==> src/core/ncd_defs.vh <==
// register map and timing constants for the nvm clock divider
// assumes a 32-bit apb slave, pclk at 200 MHz
// Functional notes
// - first write after reset sets loaded flag bit 7, any data
// - reset clears loaded flag and whole register to zero
// - loaded flag is read-only, changes only by reset or first write
// - bits 6..0 always readable, written only by the first write and only if its lane 0 strobe is set, later writes ignored
// - erase/program refused while flag is 0, allowed when 1
// - prescale bit 6 selects bus clock or bus clock divided by 8
// - divider input divided by bits 5..0 plus one
// - each timing pulse is one timing clock period; sequencer counts pulses
`ifndef NCD_DEFS_VH
`define NCD_DEFS_VH
`define NCD_SETTING_ADDR 12'h000
`define NCD_STATUS_ADDR 12'h004
`define NCD_SETTING_RESET 8'h00
`define NCD_LOADED_BIT 7
`define NCD_PRESCALE_BIT 6
`define NCD_DIVISOR_MSB 5
`define NCD_PRESCALE_COUNT 3'h7
`define NCD_SETTING_LANE 0
`define NCD_STATUS_LOADED_BIT 0
`define NCD_FIELD_RESET 7'h00
`define NCD_LOADED_RESET 1'b0
`define NCD_OUT_RESET 1'b0
`define NCD_RDATA_IDLE 32'h0000_0000
`endif

==> src/core/ncd_pulse_gen.v <==
// counter chain making the one-cycle timing clock enable
// assumes settings are stable once run is high
`timescale 1ns/1ps
`include "ncd_defs.vh"
module ncd_pulse_gen (
	input wire pclk,
	input wire presetn,
	input wire run,
	input wire prescale_by_eight,
	input wire [5:0] divisor,
	output reg tick_q
);
	reg [2:0] pre_q;
	reg [5:0] div_q;
	wire pre_tick;
	// prescale stage: every cycle or every 8th
	assign pre_tick = prescale_by_eight ? (pre_q == `NCD_PRESCALE_COUNT) : 1'b1;
	always @(posedge pclk or negedge presetn) begin
		if (!presetn) begin
			pre_q <= 3'h0;
			div_q <= 6'h00;
			tick_q <= 1'b0;
		end else if (!run) begin
			pre_q <= 3'h0;
			div_q <= 6'h00;
			tick_q <= 1'b0;
		end else begin
			pre_q <= pre_q + 3'h1;
			tick_q <= 1'b0;
			if (pre_tick) begin
				if (div_q == divisor) begin
					div_q <= 6'h00;
					tick_q <= 1'b1;
				end else begin
					div_q <= div_q + 6'h01;
				end
			end
		end
	end
endmodule

==> src/core/ncd_top.v <==
// nvm clock divider: write-once setting register on apb, timing enable
// assumes a standard apb master and a sequencer on pclk counting ticks
//
// The implementer's own choices: the register offsets and register access over APB.
`timescale 1ns/1ps
`include "ncd_defs.vh"
module ncd_top (
	input wire pclk,
	input wire presetn,
	input wire psel,
	input wire penable,
	input wire pwrite,
	input wire [11:0] paddr,
	input wire [31:0] pwdata,
	input wire [3:0] pstrb,
	output reg [31:0] prdata,
	output reg pready,
	output reg pslverr,
	output reg divisor_loaded_flag,
	output reg nvm_timing_clock,
	output reg erase_program_enable,
	input wire op_request,
	output reg op_refused_q
);
	// write-once setting and its loaded flag
	reg [6:0] setting_q;
	reg [6:0] setting_d;
	reg loaded_q;
	reg loaded_d;

	// next values of the registered outputs
	reg [31:0] prdata_d;
	reg pready_d;
	reg pslverr_d;
	reg flag_d;
	reg enable_d;
	reg timing_d;
	reg refused_d;

	// bus decode
	wire setup;
	wire access_phase;
	wire hit_setting;
	wire hit_status;
	wire hit_none;
	wire rd_setup;
	wire lane_zero;
	wire first_write;
	wire [6:0] field_wdata;

	// read words and timing enable
	wire [31:0] setting_word;
	wire [31:0] status_word;
	wire tick;
	genvar gi;

	assign setup = psel && !penable;
	assign access_phase = psel && penable && pready;
	assign hit_setting = (paddr == `NCD_SETTING_ADDR);
	assign hit_status = (paddr == `NCD_STATUS_ADDR);
	assign hit_none = !hit_setting && !hit_status;
	assign rd_setup = setup && !pwrite;
	// lane 0 holds the whole setting field
	assign lane_zero = pstrb[`NCD_SETTING_LANE];
	assign field_wdata = pwdata[`NCD_PRESCALE_BIT:0];
	// later writes to the setting are dropped here
	assign first_write = access_phase && pwrite && hit_setting && !loaded_q;

	// read words, one loop pass per bit
	generate
		for (gi = 0; gi < 32; gi = gi + 1) begin : g_rbit
			if (gi <= `NCD_PRESCALE_BIT) begin : g_field
				assign setting_word[gi] = setting_q[gi];
			end else if (gi == `NCD_LOADED_BIT) begin : g_flag
				assign setting_word[gi] = loaded_q;
			end else begin : g_pad
				assign setting_word[gi] = 1'b0;
			end
			if (gi == `NCD_STATUS_LOADED_BIT) begin : g_stat
				assign status_word[gi] = loaded_q;
			end else begin : g_spad
				assign status_word[gi] = 1'b0;
			end
		end
	endgenerate

	// timing enable counts only once the setting is loaded
	ncd_pulse_gen u_ncd_pulse_gen (
		.pclk(pclk),
		.presetn(presetn),
		.run(loaded_q),
		.prescale_by_eight(setting_q[`NCD_PRESCALE_BIT]),
		.divisor(setting_q[`NCD_DIVISOR_MSB:0]),
		.tick_q(tick)
	);

	// setting: lane 0 of the first write carries the field
	always @* begin
		setting_d = setting_q;
		if (first_write && lane_zero) begin
			setting_d = field_wdata;
		end
	end

	// flag: set by the first write whatever its data
	always @* begin
		loaded_d = loaded_q;
		if (first_write) begin
			loaded_d = 1'b1;
		end
	end

	// no wait state: pready comes in the first access cycle
	always @* begin
		pready_d = setup;
	end

	// unmapped addresses answer with an error
	always @* begin
		pslverr_d = setup && hit_none;
	end

	// read data stands only in the access cycle of a read
	always @* begin
		prdata_d = `NCD_RDATA_IDLE;
		if (rd_setup && hit_setting) begin
			prdata_d = setting_word;
		end else if (rd_setup && hit_status) begin
			prdata_d = status_word;
		end
	end

	always @* begin
		flag_d = loaded_q;
	end

	// erase and program gated by the loaded flag
	always @* begin
		enable_d = loaded_q;
	end

	// refusal shown while nothing is loaded
	always @* begin
		refused_d = op_request && !loaded_q;
	end

	always @* begin
		timing_d = tick;
	end

	// setting field: cleared only by reset
	always @(posedge pclk or negedge presetn) begin
		if (!presetn) begin
			setting_q <= `NCD_FIELD_RESET;
		end else begin
			setting_q <= setting_d;
		end
	end

	// loaded flag: cleared only by reset
	always @(posedge pclk or negedge presetn) begin
		if (!presetn) begin
			loaded_q <= `NCD_LOADED_RESET;
		end else begin
			loaded_q <= loaded_d;
		end
	end

	// bus outputs
	always @(posedge pclk or negedge presetn) begin
		if (!presetn) begin
			prdata <= `NCD_RDATA_IDLE;
		end else begin
			prdata <= prdata_d;
		end
	end

	always @(posedge pclk or negedge presetn) begin
		if (!presetn) begin
			pready <= `NCD_OUT_RESET;
		end else begin
			pready <= pready_d;
		end
	end

	always @(posedge pclk or negedge presetn) begin
		if (!presetn) begin
			pslverr <= `NCD_OUT_RESET;
		end else begin
			pslverr <= pslverr_d;
		end
	end

	// flag and erase/program enable outputs follow the flag one cycle behind
	always @(posedge pclk or negedge presetn) begin
		if (!presetn) begin
			divisor_loaded_flag <= `NCD_OUT_RESET;
		end else begin
			divisor_loaded_flag <= flag_d;
		end
	end

	always @(posedge pclk or negedge presetn) begin
		if (!presetn) begin
			erase_program_enable <= `NCD_OUT_RESET;
		end else begin
			erase_program_enable <= enable_d;
		end
	end

	always @(posedge pclk or negedge presetn) begin
		if (!presetn) begin
			nvm_timing_clock <= `NCD_OUT_RESET;
		end else begin
			nvm_timing_clock <= timing_d;
		end
	end

	always @(posedge pclk or negedge presetn) begin
		if (!presetn) begin
			op_refused_q <= `NCD_OUT_RESET;
		end else begin
			op_refused_q <= refused_d;
		end
	end
endmodule

==> config.mk <==
export PLATFORM = sky130hd
export DESIGN_NAME = ncd_top
export DESIGN_NICKNAME = d
export VERILOG_FILES = /design/src/core/ncd_pulse_gen.v /design/src/core/ncd_top.v
export VERILOG_INCLUDE_DIRS = /design/src /design/src/core
export SDC_FILE = /design/constraint.sdc
export NUM_CORES = 1
export LEC_CHECK = 0
export ABC_AREA = 0
export BUFFER_PORTS_ARGS = -buffer_cell sky130_fd_sc_hd__buf_2
export CAP_MARGIN = 20
export CORE_ASPECT_RATIO = 1.2
export CORE_UTILIZATION = 43
export DETAILED_ROUTE_END_ITERATION = 12
export HOLD_SLACK_MARGIN = 0.12
export PLACE_DENSITY = 0.78
export SYNTH_ARGS = -nofsm -noshare
export SYNTH_HDL_FRONTEND = slang
export SYNTH_SLANG_ARGS = --single-unit
export TNS_END_PERCENT = 30
==> constraint.sdc <==
create_clock -name pclk -period 2 [get_ports pclk]
set_input_delay 0.1 -clock pclk [delete_from_list [all_inputs] [get_ports pclk]]
set_output_delay 0.1 -clock pclk [all_outputs]
set_load 0.05 [all_outputs]
==> After elaboration in Yosys (flattened, before gate mapping) <==
Index checks and enable logic that the tools add are counted.
{ "totals": {"reg_bits": 55, "input_bits": 54, "output_inout_bits": 38, "word_cells": 46} }
{ "classes": {"add_sub_neg": 2, "eq_ne": 4, "n_mux": 10, "n_reduce_logical": 19} }
{ "ops": {"columns": ["cell", "n"], "rows": [
  ["two-way mux 32 bit", 1],
  ["two-way mux 6 bit", 3],
  ["logical AND 1 bit", 13],
  ["equality test 12 x 3 -> 1 bit, second input constant", 1],
  ["zero test 12 bit", 1],
  ["adder 6 x 1 -> 6 bit, second input constant", 1],
  ["equality test 6 bit", 1],
  ["zero test 1 bit", 5],
  ["two-way mux 1 bit", 5],
  ["adder 3 x 1 -> 3 bit, second input constant", 1],
  ["equality test 3 bit, second input constant", 1],
  ["two-way mux 3 bit", 1],
  ["!= test 2 x 1 -> 1 bit, second input constant", 1]
]} }

==> Longest topological paths before layout <==
{ "depth": {"ltp_word": 6, "ltp_mapped": 7, "ltp_nobuf": 6} }

==> Modules after synthesis <==
Synthesis repeated with hierarchy kept, for this count alone.
{ "unflattened": {"hier_cells": 128, "area_unflattened_um2": 1560.2} }
{ "modules_own_cells": {"columns": ["module", "instances", "cells_per_inst", "area_per_inst_um2", "seq_area_each_um2"], "rows": [
  ["ncd_top", 1, 79, 1004.7, 525.5],
  ["ncd_pulse_gen", 1, 49, 555.5, 250.2]
]} }

==> Least setup slack after synthesis <==
Ideal clock, no wire load.
{ "synth_path": {"path_type": "register -> register", "start": "register u_ncd_pulse_gen.pre_q[0]", "end": "register u_ncd_pulse_gen.div_q[3]", "setup_ps": 122, "arrival_time_ps": 1589, "required_time_ps": 1878, "path_slack_ps": 289, "stages_incl_launch_ff": 8, "n_path_buf": 1, "synth_period_minus_slack_ps": 1711, "cell_sequence": "dfrtp_1 ha_1 ha_1 and3b_1 clkbuf_1 nor3_1 a21o_1 a32o_1"} }
{ "synth_between": {"elab_chain_cells": 3} }
{ "synth_lines": {"columns": ["element", "line_no", "source"], "rows": [
  ["start, declared", "ncd_pulse_gen.v:13", "reg [2:0] pre_q;"],
  ["start signal, assigned", "ncd_pulse_gen.v:28", "pre_q <= pre_q + 3'h1;"],
  ["equality test 3 bit (no source line)", null, null],
  ["two-way mux 1 bit", "ncd_pulse_gen.v:17", "assign pre_tick = prescale_by_eight ? (pre_q == `NCD_PRESCALE_COUNT) : 1'b1;"],
  ["!= test 2 x 1 -> 1 bit (no source line)", null, null],
  ["end signal, assigned", "ncd_pulse_gen.v:35", "div_q <= div_q + 6'h01;"],
  ["end, declared", "ncd_pulse_gen.v:14", "reg [5:0] div_q;"]
]} }
No other way between the ends.
A chain may end at the register's enable or synchronous reset.

==> Final worst setup path <==
{ "layout_path": {"start": "input pwrite", "end": "register setting_q[5]"} }
{ "layout_between": {"elab_chain_cells": 4} }
{ "layout_lines": {"columns": ["element", "line_no", "source"], "rows": [
  ["start, declared", "ncd_top.v:12", "input wire pwrite,"],
  ["logical AND 1 bit (3 in series)", "ncd_top.v:67", "assign first_write = access_phase && pwrite && hit_setting && !loaded_q;"],
  ["logical AND 1 bit", "ncd_top.v:100", "if (first_write && lane_zero) begin"],
  ["end signal, assigned", "ncd_top.v:154", "setting_q <= `NCD_FIELD_RESET;"],
  ["end signal, assigned", "ncd_top.v:156", "setting_q <= setting_d;"],
  ["end, declared", "ncd_top.v:26", "reg [6:0] setting_q;"]
]} }
No other way between the ends.

==> PnR_summary.wiki <==
{| class="wikitable"
! Metric !! Value
|-
| Post-layout nets || 240
|-
| Number of CTS-inserted buffers || 5
|-
| Leakage power || ~0.00097 µW
|-
| Worst setup slack before clock tree synthesis || 0.3984 ns
|-
| GRT Util Overall || 14.83%
|-
| Number of I/O port buffers || 39
|-
| Yosys synthesis warning count || 0
|-
| Dominant combinational cell family by area after synthesis || simple AND/OR/NAND/NOR gates
|-
| Critical Path Start Type || input port
|-
| Result of the run || finished, violations left
|-
| Flip-flop and latch count after synthesis || 31
|-
| TritonCTS clock tree || yes
|-
| Max-cap violations || 0
|-
| Final period demand of the worst path || about 1.6 ns
|-
| Synthesized area per cell || 11.85 µm²
|-
| Die span in x || 57.06 µm
|-
| Proportion of synthesized area in mux cells || 7.360%
|-
| Clock sink total || 31
|-
| Utilization after layout || 54.50%
|-
| Commonest non-fill, non-tap cell in the layout || sky130_fd_sc_hd__buf_2
|-
| Fraction of the mapped netlist area in simple logic gates || 16.96%
|-
| Transition at the pin with the smallest max-transition slack || just under 0.7 ns
|-
| Largest area contributor in the synthesized netlist || sky130_fd_sc_hd__dfrtp_1
|-
| Pins Over Slew Limit || 0
|-
| Pin count of the biggest net entering global routing || 32
|-
| Parity-gate share of the synthesized area counting xor and xnor cells || 4.480%
|-
| Total detailed-routing wirelength || about 2.5 mm
|-
| Placement Rows || 23
|-
| I/O pin cnt || 92
|-
| Worst setup path category || input port to flip-flop
|-
| Clock-pin slew of the registers on the worst-case setup and hold paths || 0.06 ns
|-
| Worst min path class || input port to flip-flop
|-
| Drt pass-1 iters || 8
|-
| Top library cells by usage in the layout, fill and taps aside || sky130_fd_sc_hd__buf_2, sky130_fd_sc_hd__dfrtp_1, sky130_fd_sc_hd__conb_1
|-
| Routed via count || 1,038
|-
| Setup-violating endpoint count in the final report || 0
|-
| Seq/Total Area, Yosys || 49.60%
|-
| Clock latency on the worst-skew pair || approximately 0.28 ns
|-
| Detailed router's first-iteration violation count || 14
|-
| GRT Residual Overflow || 0
|-
| Cell area power density || 665.6 mW/mm²
|-
| Vertical die dimension || 68.07 µm
|-
| Fraction of final layout cells sized beyond drive strength 1 || 31.87%
|-
| Failing checks || DRC
|-
| Max FO, Critical Path || 7
|-
| Average wire per cell in the routed design || 11.48 µm
|-
| Maximum ir drop on the vdd rail || 347.5 µV
|-
| Global-route wire length before repair || 4.271 mm
|-
| Synth Instances || 132
|-
| Buffer cell driving the clock tree root || sky130_fd_sc_hd__clkbuf_8
|-
| Highest attainable clock frequency || 627.9 MHz
|-
| Ant. Diodes || 0
|-
| Biggest area contributors in the synthesized netlist || sky130_fd_sc_hd__dfrtp_1, sky130_fd_sc_hd__buf_4, sky130_fd_sc_hd__mux2_4
|-
| Adder-cell share of the synthesized area || 2.400%
|-
| Final clock skew || 0.003373 ns
|-
| Initial cell density of the core || between 40% and 50%
|-
| Headroom to the max-slew limit || between 50% and 60%
|-
| DIE AREA || roughly 0.0039 mm²
|-
| Number of buffers between clock root and the deepest sink || 2
|-
| Category of the worst setup path capture point || flip-flop
|-
| Maximum level of the CTS H-tree || 2
|-
| Cell area after placement || 0.001678 mm²
|-
| RSZ-0062 raised after global routing || no
|-
| Via count of the first global-routing pass || roughly 1,000
|-
| Layout overhead on the synthesized area || 18.32%
|-
| Post-layout power || 1232 µW
|-
| Req. time, crit path || 2.16 ns
|-
| Synthesized-area fraction occupied by ao, oa, aoi and oai cells || 4.320%
|-
| Postcts setup bufs || 0
|-
| Synth unique cells || 33
|-
| Share of the cycle needed by the critical path after routing || 79.63%
|-
| Post-route setup TNS || 0 ns
|-
| Non-Filler Cell Area, Final || around 0.0019 mm²
|-
| Hold violation total from the final report || 0
|-
| Via/cell ratio || 4.740
|-
| Count of nets left with antenna violations after detail routing || 0
|-
| Core area || 0.003396 mm²
|-
| Final weighted congestion of routability-driven global placement || approximately 0.86
|-
| DRC violation count after routing || 5
|-
| Antenna violations before repair || 0
|-
| Worst EP arrival || 1.75 ns
|-
| Sum of net half-perimeters after detailed placement || 1.850 mm
|-
| Smallest setup slack after layout || 0.4074 ns
|-
| Area fraction of the dominant cell type after synthesis || approximately 50%
|-
| Netlist area before placement || 0.001564 mm²
|}
==> path summary, 6_finish.rpt <==
kind	from	to	slack (ns)	cells after the start
min in group asynchronous	presetn	prdata[4]	0.42	2
worst max register to register	enable_d	setting_q[5]	0.42	3
worst max-delay path	pwrite	setting_q[5]	0.41	6
worst min-delay path	psel	pready	0.14	3
max in group asynchronous	presetn	prdata[2]	1.14	2
worst min register to register	u_ncd_pulse_gen.tick_q	nvm_timing_clock	0.35	0
==> layer usage <==
metal	GRT usage (%)	routed length, µm	vias up
met1	15.23	1010	489
li1	-	-	495
met4	5.488	38	0
met3	5.104	181	4
met5	0	0	-
met2	27.94	1285	50
==> where the power goes <==
part           internal [µW]  switching, µW
clock network            231            201
logic                   34.9            134
registers                630          0.922
total                    895            336
==> cells by family after synthesis <==
logic type,count (synthesis)
adder cells (fa/ha/maj),3
buffers and inverters,31
flip-flops,31
XOR/XNOR,8
other,1
AND/OR/NAND/NOR,42
AO/OA/AOI/OAI,8
multiplexers,8
==> per-stage QoR <==
step,hold WS [ns],instances
3_5_place_dp,0.1755,203
4_1_cts,0.1342,219
2_1_floorplan,-0.1956,155
6_report,0.1429,219
3_3_place_gp,0.1661,203
5_1_grt,0.1577,219
==> sequential cells by signal, summed over array words and instances, names as in the netlist <==
signal,cells
u_ncd_pulse_gen.pre_q,3
u_ncd_pulse_gen.tick_q,1
op_refused_q,1
erase_program_enable,1
pslverr,1
pready,1
enable_d,1
prdata,8
setting_q,7
nvm_timing_clock,1
u_ncd_pulse_gen.div_q,6
==> timing repair <==
action / in CTS / in global routing
hold buffers: 10 / 0
setup endpoints to repair: 0 / 0
resized for setup: 0 / 0
hold endpoints to repair: 40 / 0
==> Yosys cell counts <==
master,n
sky130_fd_sc_hd__dfrtp_1,31
sky130_fd_sc_hd__buf_12,1
sky130_fd_sc_hd__a21oi_1,1
sky130_fd_sc_hd__a32o_1,4
sky130_fd_sc_hd__nand2_1,6
sky130_fd_sc_hd__nor4_4,1
sky130_fd_sc_hd__o22ai_1,1
sky130_fd_sc_hd__mux2_4,7
sky130_fd_sc_hd__inv_1,2
sky130_fd_sc_hd__conb_1,1
sky130_fd_sc_hd__nand4_1,2
sky130_fd_sc_hd__and2_1,10
sky130_fd_sc_hd__and3_4,1
sky130_fd_sc_hd__nor2_1,5
sky130_fd_sc_hd__nor4_2,2
sky130_fd_sc_hd__nor3b_1,1
sky130_fd_sc_hd__nand3_1,3
sky130_fd_sc_hd__a22o_1,1
sky130_fd_sc_hd__buf_2,2
sky130_fd_sc_hd__and3_2,1
sky130_fd_sc_hd__a21o_1,1
sky130_fd_sc_hd__or2_2,1
sky130_fd_sc_hd__mux2i_1,1
sky130_fd_sc_hd__clkbuf_1,1
sky130_fd_sc_hd__and3b_1,1
sky130_fd_sc_hd__ha_1,3
sky130_fd_sc_hd__buf_4,25
sky130_fd_sc_hd__nor2b_1,2
sky130_fd_sc_hd__xnor2_1,7
sky130_fd_sc_hd__nand2b_1,2
sky130_fd_sc_hd__xor2_1,1
sky130_fd_sc_hd__nor3_1,3
sky130_fd_sc_hd__nor4_1,1
==> critical path, stage by stage <==
cell,delay [ns]
sky130_fd_sc_hd__dlygate4sd3_1,0.52
sky130_fd_sc_hd__buf_2,0.15
sky130_fd_sc_hd__nand4_1,0.10
sky130_fd_sc_hd__nor3_1,0.24
sky130_fd_sc_hd__and3_4,0.33
sky130_fd_sc_hd__mux2_4,0.31
==> area by class of cell <==
type                            instances  area (µm²)
Fill cell                             316        1545
Sequential cell                        31       775.7
Tap cell                               37       46.29
Multi-Input combinational cell         93       645.6
Clock buffer                            6       72.57
Inverter                                2       7.507
Timing Repair Buffer                   50       302.8
Note: power is estimated with default switching activity, not from simulation.
